$ cat config.mk
export PLATFORM = sky130hd
export DESIGN_NAME = sound_dac_irq_rate_tone_regs
export DESIGN_NICKNAME = d
export VERILOG_FILES = /design/src/hw/sound_dac_pkg.sv /design/src/hw/sound_dac_irq_rate_tone_regs.sv
export SDC_FILE = /design/constraint.sdc
export NUM_CORES = 1
export LEC_CHECK = 0
export BUFFER_PORTS_ARGS = -buffer_cell sky130_fd_sc_hd__buf_2
export CAP_MARGIN = 20
export CELL_PAD_IN_SITES_DETAIL_PLACEMENT = 1
export CELL_PAD_IN_SITES_GLOBAL_PLACEMENT = 2
export CORE_MARGIN = 2
export CORE_UTILIZATION = 36
export CTS_CLUSTER_DIAMETER = 120
export DETAILED_ROUTE_END_ITERATION = 10
export GPL_ROUTABILITY_DRIVEN = 0
export PLACE_DENSITY = 0.79
export SYNTH_ARGS = -nofsm -noshare
export SYNTH_HDL_FRONTEND = slang
export SYNTH_SLANG_ARGS = --single-unit
$ cat constraint.sdc
create_clock -name clk -period 4.2 [get_ports clk]
set_clock_uncertainty 0.2 [all_clocks]
set_input_delay 0.63 -clock clk [delete_from_list [all_inputs] [get_ports clk]]
set_output_delay 0.63 -clock clk [all_outputs]
set_load 0.05 [all_outputs]
$ cat src/hw/sound_dac_pkg.sv
// Purpose: Shared constants and types for the sound DAC register bank
// Assumes: AXI4-Lite, 32-bit data, one word per register
// Notes: Offsets are local choices
package sound_dac_pkg;
  localparam logic [7:0] off_irq_flags = 8'h00;
  localparam logic [7:0] off_irq_enables = 8'h04;
  localparam logic [7:0] off_resampler_rate = 8'h08;
  localparam logic [7:0] off_tone_divider = 8'h0C;
  localparam logic [7:0] off_control = 8'h10;
  localparam int irq_w = 4;
  localparam int rate_w = 11;
  localparam int tone_w = 16;
  localparam int bit_ch0_data_request = 0;
  localparam int bit_ch0_error = 1;
  localparam int bit_ch1_data_request = 2;
  localparam int bit_ch1_error = 3;
  localparam int bit_dac_clock_enable = 0;
  localparam int bit_tone_generator_on = 1;
  localparam int bit_sound_processor_enable = 2;
  localparam logic [3:0] irq_reset = 4'h0;
  localparam logic [10:0] rate_reset = 11'h400;
  localparam logic [15:0] tone_reset = 16'h4000;
  localparam logic [1:0] resp_okay = 2'b00;
  localparam logic [1:0] resp_slverr = 2'b10;
  localparam int phase_w = 12;
  localparam logic [11:0] phase_full = 12'h400;

  typedef struct packed {
    logic [3:0] flags;
    logic [3:0] enables;
    logic [10:0] rate;
    logic [15:0] tone;
    logic dac_on;
    logic tone_on;
    logic proc_en;
    logic aw_got;
    logic [7:0] aw_addr;
    logic w_got;
    logic [31:0] w_data;
    logic [3:0] w_strb;
    logic bvalid;
    logic [1:0] bresp;
    logic rvalid;
    logic [31:0] rdata;
    logic [1:0] rresp;
    logic [11:0] phase;
    logic sample_tick;
    logic [17:0] tone_cnt;
    logic [2:0] tone_sub;
    logic tone_out;
  } state_s;
endpackage : sound_dac_pkg

$ cat src/hw/sound_dac_irq_rate_tone_regs.sv
// Purpose: AXI4-Lite register bank with interrupt flags, resampler tick and tone generator
// Assumes: clk is the DAC operating clock; events arrive as one-cycle pulses on clk
// Notes: Processor writes arrive on their own port, take effect only while sound_processor_enable is set, and then win over bus writes
//
// Our own choices: register access over AXI4-Lite and the placing of the registers.
`timescale 1ns/100ps
module sound_dac_irq_rate_tone_regs
(
  // Clock and reset
  input wire logic clk,
  input wire logic rst,
  // AXI4-Lite write address
  input wire logic s_axi_awvalid,
  output logic s_axi_awready,
  input wire logic [7:0] s_axi_awaddr,
  // AXI4-Lite write data
  input wire logic s_axi_wvalid,
  output logic s_axi_wready,
  input wire logic [31:0] s_axi_wdata,
  input wire logic [3:0] s_axi_wstrb,
  // AXI4-Lite write response
  output logic s_axi_bvalid,
  input wire logic s_axi_bready,
  output logic [1:0] s_axi_bresp,
  // AXI4-Lite read address
  input wire logic s_axi_arvalid,
  output logic s_axi_arready,
  input wire logic [7:0] s_axi_araddr,
  // AXI4-Lite read data
  output logic s_axi_rvalid,
  input wire logic s_axi_rready,
  output logic [31:0] s_axi_rdata,
  output logic [1:0] s_axi_rresp,
  // Cause events, one-cycle pulses
  input wire logic [3:0] irq_events,
  // Sound processor access to flags and enables
  input wire logic [3:0] proc_flag_clear,
  input wire logic proc_enable_write,
  input wire logic [3:0] proc_enable_data,
  // Outputs
  output logic irq,
  output logic dac_clock_enable,
  output logic sample_tick,
  output logic tone_out,
  output logic sound_processor_enable
);

  sound_dac_pkg::state_s cur;
  sound_dac_pkg::state_s next_cur;

  logic wr_fire;
  logic rd_fire;
  logic bus_wr_ok;
  logic [31:0] wmask;
  logic [31:0] wval;
  logic [17:0] tone_limit;
  logic [11:0] phase_sum;

  //////////////////////////////////////////////////////////////////////////////
  // Bus handshake
  assign s_axi_awready = !cur.aw_got && !cur.bvalid;
  assign s_axi_wready = !cur.w_got && !cur.bvalid;
  assign s_axi_arready = !cur.rvalid;
  assign s_axi_bvalid = cur.bvalid;
  assign s_axi_bresp = cur.bresp;
  assign s_axi_rvalid = cur.rvalid;
  assign s_axi_rdata = cur.rdata;
  assign s_axi_rresp = cur.rresp;

  assign irq = |(cur.flags & cur.enables);
  assign dac_clock_enable = cur.dac_on;
  assign sample_tick = cur.sample_tick;
  assign tone_out = cur.tone_out;
  assign sound_processor_enable = cur.proc_en;

  // Last count of a tone half period, 4*div+3; a divider of 0xFFFF would overflow 4*div+4 in 18 bits
  assign tone_limit = {cur.tone, 2'b11};

  assign phase_sum = cur.phase + sound_dac_pkg::phase_full;

  always_comb
  begin
    next_cur = cur;
    next_cur.sample_tick = 1'b0;
    wr_fire = 1'b0;
    rd_fire = 1'b0;
    bus_wr_ok = 1'b0;
    wmask = {{8{s_axi_wstrb[3]}}, {8{s_axi_wstrb[2]}}, {8{s_axi_wstrb[1]}}, {8{s_axi_wstrb[0]}}};
    wval = 32'h0000_0000;

    if (s_axi_awvalid && s_axi_awready)
    begin
      next_cur.aw_got = 1'b1;
      next_cur.aw_addr = s_axi_awaddr;
    end
    if (s_axi_wvalid && s_axi_wready)
    begin
      next_cur.w_got = 1'b1;
      next_cur.w_data = s_axi_wdata;
      next_cur.w_strb = s_axi_wstrb;
    end
    if (s_axi_bvalid && s_axi_bready)
      next_cur.bvalid = 1'b0;

    //////////////////////////////////////////////////////////////////////////
    // Register writes
    wr_fire = cur.aw_got && cur.w_got;
    wmask = {{8{cur.w_strb[3]}}, {8{cur.w_strb[2]}}, {8{cur.w_strb[1]}}, {8{cur.w_strb[0]}}};
    wval = cur.w_data & wmask;
    if (wr_fire)
    begin
      next_cur.aw_got = 1'b0;
      next_cur.w_got = 1'b0;
      next_cur.bvalid = 1'b1;
      next_cur.bresp = sound_dac_pkg::resp_okay;
      bus_wr_ok = 1'b1;
      case (cur.aw_addr)
        sound_dac_pkg::off_irq_flags:
          next_cur.flags = cur.flags & ~wval[3:0];
        sound_dac_pkg::off_irq_enables:
          next_cur.enables = (cur.enables & ~wmask[3:0]) | wval[3:0];
        sound_dac_pkg::off_resampler_rate:
          next_cur.rate = (cur.rate & ~wmask[10:0]) | wval[10:0];
        sound_dac_pkg::off_tone_divider:
          next_cur.tone = (cur.tone & ~wmask[15:0]) | wval[15:0];
        sound_dac_pkg::off_control:
        begin
          if (cur.w_strb[0])
          begin
            next_cur.dac_on = cur.w_data[sound_dac_pkg::bit_dac_clock_enable];
            next_cur.tone_on = cur.w_data[sound_dac_pkg::bit_tone_generator_on];
            next_cur.proc_en = cur.w_data[sound_dac_pkg::bit_sound_processor_enable];
          end
        end
        default:
        begin
          next_cur.bresp = sound_dac_pkg::resp_slverr;
          bus_wr_ok = 1'b0;
        end
      endcase
    end

    // Processor owns flags and enables while enabled; its writes take priority
    if (cur.proc_en)
    begin
      next_cur.flags = next_cur.flags & ~proc_flag_clear;
      if (proc_enable_write)
        next_cur.enables = proc_enable_data;
    end

    // Set wins over any clear in the same cycle
    next_cur.flags = next_cur.flags | irq_events;

    //////////////////////////////////////////////////////////////////////////
    // Register reads
    rd_fire = s_axi_arvalid && s_axi_arready;
    if (s_axi_rvalid && s_axi_rready)
      next_cur.rvalid = 1'b0;
    if (rd_fire)
    begin
      next_cur.rvalid = 1'b1;
      next_cur.rresp = sound_dac_pkg::resp_okay;
      case (s_axi_araddr)
        sound_dac_pkg::off_irq_flags:
          next_cur.rdata = {28'h000_0000, cur.flags};
        sound_dac_pkg::off_irq_enables:
          next_cur.rdata = {28'h000_0000, cur.enables};
        sound_dac_pkg::off_resampler_rate:
          next_cur.rdata = {21'h00_0000, cur.rate};
        sound_dac_pkg::off_tone_divider:
          next_cur.rdata = {16'h0000, cur.tone};
        sound_dac_pkg::off_control:
          next_cur.rdata = {29'h0000_0000, cur.proc_en, cur.tone_on, cur.dac_on};
        default:
        begin
          next_cur.rdata = 32'h0000_0000;
          next_cur.rresp = sound_dac_pkg::resp_slverr;
        end
      endcase
    end

    //////////////////////////////////////////////////////////////////////////
    // Resampler: phase accumulator adds 1024 each clock, ticks at each wrap of rate
    // A rate of zero would divide by zero, so it holds the tick off
    if (cur.dac_on && cur.rate != 11'h000)
    begin
      if (phase_sum >= {1'b0, cur.rate})
      begin
        next_cur.phase = phase_sum - {1'b0, cur.rate};
        next_cur.sample_tick = 1'b1;
      end
      else
        next_cur.phase = phase_sum;
    end
    else
      next_cur.phase = 12'h000;

    //////////////////////////////////////////////////////////////////////////
    // Tone generator, toggles each half period; period is (4*div+4)*2 clocks
    if (cur.dac_on && cur.tone_on)
    begin
      if (cur.tone_cnt >= tone_limit)
      begin
        next_cur.tone_cnt = 18'h0_0000;
        next_cur.tone_out = !cur.tone_out;
      end
      else
        next_cur.tone_cnt = cur.tone_cnt + 18'h0_0001;
    end
    else
    begin
      next_cur.tone_cnt = 18'h0_0000;
      next_cur.tone_out = 1'b0;
    end
    next_cur.tone_sub = 3'h0;
  end

  always_ff @(posedge clk or posedge rst)
  begin
    if (rst)
    begin
      cur <= '0;
      cur.flags <= sound_dac_pkg::irq_reset;
      cur.enables <= sound_dac_pkg::irq_reset;
      cur.rate <= sound_dac_pkg::rate_reset;
      cur.tone <= sound_dac_pkg::tone_reset;
    end
    else
      cur <= next_cur;
  end

endmodule : sound_dac_irq_rate_tone_regs

==> results.txt, run 1 <==
The worst path in the final design needs a cycle of 3.003 ns, including I/O delays and setup. The final worst-path cycle share works out to 71.50%. For the first-iteration detailed-routing DRC count, the log shows 152. For the cell-internal power, the log shows 2.786 mW. The run gives 4.30 ns as the data required time of the critical path. The xor/xnor share of the synthesized area was 3.258%; the switching fraction of total power was 29.97%. Walking the worst path, the cells encountered are inv_1, ha_1, inv_1, fa_1, nand3_1, a31oi_1, o2111ai_1, and3b_1, mux2i_1, nor2_1. After Yosys synthesis, and, or, nand and nor cells account for 11.53% of the synthesized area. The sum of routed wire length over all layers came out at 14,690 µm. In this run, CTS created clock tree buffers numbering 17. The largest individual stage delay along the critical path comes from the cell and3b_1. The share of the synthesized area in compound gates (AO/OA/AOI/OAI) was 8.741%. The category of the worst setup path launch point was a flip-flop.

Including well taps, the total number of placed cells is 835. The final route contains 4,391 vias. The library cell with the highest instance count after synthesis is dfrtp_1. The area growth from synthesis to final layout is 17.32%. In this run, post-CTS repair resized a total of 0 instances. dfrtp_1 takes more of the synthesized area than any other cell.

For the post-layout instance count excluding filler cells, the log shows 867. In the synthesized netlist the dominant register cell turns out to be dfrtp_1. The first detailed-routing pass ran for 4 iterations. In this run, flip-flops and latches consume 39.1% of the power. The tools report the count of nets after finishing as 735.

For this design the total switching power over the nets is 1.192 mW. The setup TNS is 0 ns, and the maximum number of pins on one net before global-route repair is 65. STA classifies the critical path endpoint as a flip-flop.

The clock passes through at most 2 buffers. Number of cells produced by synthesis: 567. In the synthesized netlist, mux cells make up 14.75% of the area. Number of distinct library cells after synthesis: 55.

The kind of cell with the highest combined delay along the critical path is simple AND/OR/NAND/NOR gates. Summing every instance area after synthesis gives 6183 µm². Max-cap violations in this run came to 0.

Along the worst path, the maximum fanout reaches 15. Top cell type's share of synthesized area: 46.94%. TritonCTS built the clock tree. After filler insertion, the fill cell instance count of the layout stands at 1,880.

The min-delay analysis places its worst path in the category input pin to asynchronous set/reset pin. The maximum operating frequency is 0.3330 GHz, and the fraction of registers with async set/reset is 100.0%. The logs give 37.02% for the initial core utilization and 118 for the number of clock sinks. The number of input and output port buffers inserted is 81, and the final hold violation count is 0. In this run the vertical extent of the chip is 135.1 µm. The core region is 16,700 µm². After detailed routing, the number of remaining DRC violations is 0. Setup repair after global routing left no endpoint under its margin. The number of buffers and inverters on the critical path was 2.

Sorting the synthesized cells by area gives the leading types as dfrtp_1 47%, ha_1 5.7%, mux2_2 5.3%. At the pin with the least slew margin, the transition time is 0.9835 ns. The count of inserted antenna diode cells is 0, and the synthesized flop and latch total is 118. In the routed layout, each cell is associated on average with a via count of 5.065. Measured against its own limit, the worst slew margin works out to 34.43%. In this run, post-CTS hold repair placed 0 buffers. The portion of total power attributed to the clock network was 39.5%. Summing all multi-input logic gate instances after layout gives 2813 µm².

Across all register-to-register paths, the minimum setup slack is 1.20 ns. For the number of setup violations in the final report, the log shows 0. The most frequent cell on the critical path is inv_1. The run gives 1.213 ns as the worst setup timing slack at the placement stage. At the end of the flow the core is filled with cells to 43.44%.

The clock edge transition at the registers on the reported setup and hold paths works out to 0.05 ns. The setup slack after layout was 1.197 ns. The tree is rooted in a clkbuf_16. Of the total power, combinational logic draws 21.4%. Counting instances in the post-synthesis netlist gives the leading cell types as 116 x dfrtp_1, 48 x nand2_1, 42 x nor2_1. The first global-routing pass estimated 24,320 µm of wire. The die covers 18,240 µm². After synthesis, the mean cell area works out to 10.91 µm². In this run the static leakage power is 3.419 nW.

In the final layout, flip-flops and latches occupy 2955 µm². The flow ran to the end, and the final reports show no timing, DRC or antenna violations. Summing the areas of all fa, ha and maj instances in the mapped netlist gives 5.989% of the synthesized area.

Power spread over the standard cell area amounts to 548.4 nW/µm². The number of buffers added for setup after CTS is 0, and the clock network latency to the later pin of the worst-skew pair is 0.42 ns. By area, the combinational part of the netlist is dominated by multiplexers. The arrival time reported for the critical path endpoint was 3.10 ns; the leftover overflow at the end of global routing was 0. The via count of the first global-routing pass came out at 4,733.

The logs give 47.79% for the post-synthesis sequential area ratio and 118 for the I/O pin count. The largest stage delay on the critical path was 0.71 ns. The number of levels the H-tree was split into is 4. The max-slew violation total from the final report was 0; the width of the die was 135.1 µm. The post-route netlist has 23.80% of its cells at a drive strength greater than 1. For the total half-perimeter wirelength after legalization and detailed placement, the log shows 10,790 µm.

The overall track demand over capacity in global routing is 17.27%, and the highest ir drop seen on vdd is 0.0004007 V. The tools report the total number of placement rows as 47. Dividing the detail-routed wire length by the instance count gives 16.94 µm. For this run, the number of Yosys warnings is 0.

The critical path class was flip-flop to flip-flop. The number of antenna violations at the first check in global routing is 0. Across all hold checks on the routed design, the worst slack comes to 0.1317 ns.

The number of nets with antenna violations after routing came out at 0. In this run, synthesis inferred 0 flip-flops with an integrated enable.
[layout by cell type (no fill, tap or decap), types with 4 or more instances in the layout]
master	n
mux2_2	29
nand3_1	6
nand2_1	48
a22o_1	5
mux2_1	28
o21ai_0	19
clkinv_2	4
buf_2	81
clkbuf_1	4
xor2_1	13
nor2b_1	6
a21oi_1	28
nand4_1	8
o21ai_1	6
conb_1	18
bufinv_16	5
xnor2_1	10
mux2i_1	18
a31oi_1	5
inv_1	37
nor2_1	42
ha_1	28
dfrtp_1	116
clkbuf_16	17
a31o_1	4
mux4_2	4
[layout make-up]
| cell class | count | area share, % |
|---|---|---|
| clock buffer | 22 | 6.261 |
| clock inverter | 10 | 2.466 |
| inverter | 38 | 2.001 |
| multi-input combinational | 376 | 38.77 |
| sequential | 118 | 40.74 |
| tap | 220 | 3.794 |
| timing repair buffer | 83 | 5.968 |
[cells by family (layout without fill, tap and decap cells)]
logic type,Yosys count,in the layout
AOI/OAI and AO/OA,87,87
xor gates and xnor gates,23,23
adders and majority gates,29,29
buffers and inverters,90,153
DFF,118,118
muxes,79,79
other,1,18
and+or+nand+nor,140,140
[power groups by stage]
stage / clock [mW] / sequential [mW] / combinational [mW]
detailed placement: 0 / 1.57 / 0.857
CTS: 1.61 / 1.56 / 0.865
floorplan: 0 / 1.51 / 0.701
global route: 1.65 / 1.59 / 0.945
finish: 1.57 / 1.55 / 0.852
global placement: 0 / 1.56 / 0.827
[metrics by stage]
step                cell area [µm²]  total power [mW]
finish                         7254             3.978
global route                   7254             4.188
CTS                            7254             4.028
detailed placement             6621             2.429
global placement               6621             2.384
floorplan                      6247             2.207
[layer usage]
metal  part of all wire [%]  wire [µm]  global-route usage [%]
met5                      0          0                       0
met1                     46       6824                   22.56
met3                    4.4        648                   4.392
met2                     48       6986                   28.26
met4                    1.6        229                   5.498
[path summary, 6_finish.rpt]
path	start	to	cells past startpoint
setup reg to reg	cur[23]$_DFFE_PP0P_	cur[24]$_DFFE_PP0P_	10
max in group asynchronous	rst	asynchronous set/reset pin	3
setup / recovery	cur[23]$_DFFE_PP0P_	cur[24]$_DFFE_PP0P_	10
hold reg to reg	s_axi_rdata[0]$_DFFE_PP0P_	s_axi_rdata[0]$_DFFE_PP0P_	2
hold / removal	rst	cur[117]$_DFFE_PP0P_	2
min in group clk	s_axi_rready	s_axi_rvalid$_DFFE_PP0P_	2
Power figures use the tool's default switching activity.
==> run 2: changes to the inputs <==
--- a/config.mk
+++ b/config.mk
@@ -5,16 +5,17 @@
 export SDC_FILE = /design/constraint.sdc
 export NUM_CORES = 1
 export LEC_CHECK = 0
+export ABC_AREA = 1
 export BUFFER_PORTS_ARGS = -buffer_cell sky130_fd_sc_hd__buf_2
 export CAP_MARGIN = 20
 export CELL_PAD_IN_SITES_DETAIL_PLACEMENT = 1
 export CELL_PAD_IN_SITES_GLOBAL_PLACEMENT = 2
 export CORE_MARGIN = 2
-export CORE_UTILIZATION = 36
+export CORE_UTILIZATION = 30
 export CTS_CLUSTER_DIAMETER = 120
 export DETAILED_ROUTE_END_ITERATION = 10
 export GPL_ROUTABILITY_DRIVEN = 0
-export PLACE_DENSITY = 0.79
+export PLACE_DENSITY = 0.76
 export SYNTH_ARGS = -nofsm -noshare
 export SYNTH_HDL_FRONTEND = slang
 export SYNTH_SLANG_ARGS = --single-unit
==> constraint.sdc (replaced) <==
create_clock -name clk -period 2.47 [get_ports clk]
set_clock_uncertainty 0.2 [all_clocks]
set_input_delay 0.3705 -clock clk [delete_from_list [all_inputs] [get_ports clk]]
set_output_delay 0.3705 -clock clk [all_outputs]
set_load 0.05 [all_outputs]
==> results.txt, run 2 <==
The arrival time reported for the critical path endpoint was 2.34 ns (-0.76 ns). On the critical path, the stage with the largest delay is an instance of fa_1. The run gives 0 (unchanged) as the max-slew violation total from the final report.

The top fanout value on the critical path is 4 (-11), and the minimum period implied by the final worst setup slack is 2.244 ns (-0.7588 ns). Walking the worst path, the cells encountered are ha_1, inv_1, fa_1, nand2_1, nand2_1, nand2_2, nand2_1, nand3_1, nand3_2, buf_4, nand4_1, nand2_1. Number of enable flip-flop cells after synthesis: 0 (unchanged). The category of the worst setup path launch point is a flip-flop. The maximum number of pins on one net before global-route repair is 70 (+7.7%), and the clock network latency to the later pin of the worst-skew pair is 0.43 ns (about the same). The via count of the first global-routing pass is 5,808 (+23%).

TritonCTS built the clock tree. The detailed-router iteration count before antenna repair is 4 (unchanged). The flow ran to the end, and the final reports show no timing, DRC or antenna violations. The tools report the setup TNS as 0 ns (unchanged).

dfrtp_1 takes more of the synthesized area than any other cell. For the global-route wire length before repair, the log shows 29,910 µm (+23%). The initial core utilization was 30.74% (-6.3 points). The final hold violation count was 0 (unchanged). The number of input and output port buffers inserted is 81 (unchanged). The tools report the leakage component of the power as 4.092 nW (+20%). The total number of placement rows is 54 (+15%), and the top cell type's share of synthesized area is 43.00% (-3.9 points). The run gives 843 (+49%) as the number of cells produced by synthesis.

The area growth from synthesis to final layout is 20.98%. The total power per unit cell area is 746.7 nW/µm² (+36%), and the post-route DRC violation count is 0 (unchanged). Buffer type at the clock tree root: clkbuf_16. The critical path is of the flip-flop to flip-flop type.

The maximum operating frequency was 0.4456 GHz (+34%); the final worst-path cycle share was 90.85% (+19 points). Ranked by total cell area, the synthesized netlist is headed by dfrtp_1 43%, nand2_1 11%, inv_1 6.2%. The number of levels the H-tree was split into was 4 (unchanged). The clock buffer count from CTS is 17 (unchanged). The synthesized flop and latch total came out at 118 (unchanged). The width of the die was 154 µm (+14%); the overall track demand over capacity in global routing was 15.86% (-1.4 points). The tools report the post-synthesis sequential area ratio as 43.78% (-4.0 points). Slew of the pin with the lowest slew margin: 0.5248 ns (-0.4587 ns).

The maximum clock path buffer count is 2 (unchanged). The fraction of registers with async set/reset was 100.0% (unchanged); the largest stage delay on the critical path was 0.43 ns (-0.28 ns). The detail-routed via count per cell was 4.590 (-9.4%); the highest ir drop seen on vdd was 0.0006064 V (+51%). For the number of setup violations in the final report, the log shows 0 (unchanged). The core footprint was 21,960 µm² (+31%). The post-synthesis average cell area came out at 8.007 µm² (-27%). The first-iteration detailed-routing DRC count is 201 (+32%). The number of buffers and inverters on the critical path is 2 (unchanged), and the count of inserted antenna diode cells is 0 (unchanged). The per-cell routed wire length was 14.32 µm (-15%). In the synthesized netlist the dominant register cell turns out to be dfrtp_1.

Among the stages of the critical path, the cell type that occurs most often is nand2_1. Setup repair after global routing left no endpoint under its margin. The logs give 17,750 µm (+21%) for the sum of routed wire length over all layers and 0 (unchanged) for the number of antenna violations at the first check in global routing. For the number of nets with antenna violations after routing, the log shows 0 (unchanged). The worst setup path is captured at a flip-flop.

The clock edge transition at the registers on the reported setup and hold paths works out to 0.06 ns (about the same). Relative max-transition margin: 64.93% (+30 points). The run gives 0.009462 ns (-0.1222 ns) as the worst hold-check slack. The share of cells above drive strength 1 was 18.87% (-4.9 points).

Cell type group with the largest total delay on the critical path: simple AND/OR/NAND/NOR gates. The number of clock sinks was 118 (unchanged); the leftover overflow at the end of global routing was 0 (unchanged). The count of nets after finishing is 1,047 (+42%), and the total half-perimeter wirelength after legalization and detailed placement is 13,510 µm (+25%).

By count the netlist is led by 199 x nand2_1, 116 x dfrtp_1, 112 x inv_1. The cell area after technology mapping is 6750 µm² (+9.2%), and the I/O pin count is 118 (unchanged). The total number of yosys warnings is 0 (unchanged). In the layout the commonest cells are 199 x nand2_1, 116 x dfrtp_1, 111 x inv_1, 93 x nor2_1, 81 x buf_2. The class of the tightest hold or removal check is input pin to flip-flop.

The run gives 2.57 ns (-1.73 ns) as the data required time of the critical path. The die outline area was 23,720 µm² (+30%); the number of distinct library cells after synthesis was 40 (-27%). The vertical die dimension works out to 154 µm (+14%).

The library cell used most frequently in the layout, excluding fill and tap cells, is nand2_1. The via total after detailed routing was 5,687 (+30%). The library cell with the highest instance count after synthesis was nand2_1.

The number of maximum-capacitance constraint violations came out at 0 (unchanged). The number of buffers added for setup after CTS came out at 0 (unchanged).
## run 2: cell count changes in the layout (fill, tap and decap cells not counted), sizes merged, moves of 26 or more
cell	delta
mux2	-51
nand2	+162
dlygate4sd3	+26
nor2	+54
nand3	+59
inv	+82
## run 2: kinds of logic after synthesis
group | after synthesis | share of synthesized area [%]
XOR/XNOR | 18 | 2.335
other | 1 | 0.05555
multiplexers | 6 | 1.001
flip-flops | 118 | 43.78
AND/OR/NAND/NOR | 401 | 26.04
AO/OA/AOI/OAI | 104 | 9.379
adder cells (fa/ha/maj) | 29 | 5.487
buffers and inverters | 166 | 11.92
## run 2: cell type report
class / count / area [µm²]
clock buffers: 18 / 439.2
fillers: 2668 / 13790
well taps: 280 / 350.3
clock inverters: 14 / 137.6
flip-flops and latches: 118 / 2955
inverters: 114 / 431.7
repair buffers: 119 / 793.3
multi-input cells: 576 / 3059
## run 2: through the flow
stage               instances  utilization, %  area (µm²)  setup WS, ns  power [mW]
floorplan                 860               -        6818       0.05444       3.377
global placement         1181           33.36        7325        0.2287       3.660
finish                   1239           37.19        8167        0.2259       6.098
global route             1239           37.19        8167       0.04701       6.436
detailed placement       1181           33.36        7325        0.1833       3.690
CTS                      1239           37.17        8162        0.1742       6.187
## run 2: repair_timing
action                     CTS  global route
setup endpoints to repair    0             3
hold endpoints to repair    39             0
resized for setup            0             1
hold buffers                26             0
## run 2: worst paths after layout
path	start	end	slack (ns)	cells after the start
max	flip-flop	cur[30]$_DFFE_PP0P_	0.23	12
min	s_axi_awaddr[4]	cur[114]$_DFFE_PP0P_	0.009	3
max reg2reg	flip-flop	cur[30]$_DFFE_PP0P_	0.23	12
min reg2reg	s_axi_rdata[6]$_DFFE_PP0P_	s_axi_rdata[6]$_DFFE_PP0P_	0.27	2
max in group asynchronous	rst	asynchronous set/reset pin	1.04	4
min in group asynchronous	rst	cur[91]$_DFFE_PP0P_	0.30	3
## run 2: worst reg2reg max path: stages (launching register included)
cell	delay, ns
dfrtp_1	0.41
ha_1	0.17
inv_1	0.07
fa_1	0.43
nand2_1	0.09
nand2_1	0.06
nand2_2	0.10
nand2_1	0.06
nand3_1	0.09
nand3_2	0.11
buf_4	0.16
nand4_1	0.10
nand2_1	0.07
## run 2: routing by layer
metal / vias to the layer above / GRT usage (%) / share of wire (%)
li1: 2858 / - / -
met1: 2740 / 21.32 / 50
met2: 72 / 26.07 / 47
met3: 17 / 2.706 / 2.0
met4: 0 / 5.029 / 1.1
met5: - / 0 / 0
## run 2: power breakdown
part | total [mW] | internal, mW | switching, mW
combinational | 1.31 | 0.369 | 0.943
clock | 2.43 | 1.43 | 0.998
sequential | 2.35 | 2.21 | 0.143
total | 6.10 | 4.01 | 2.08
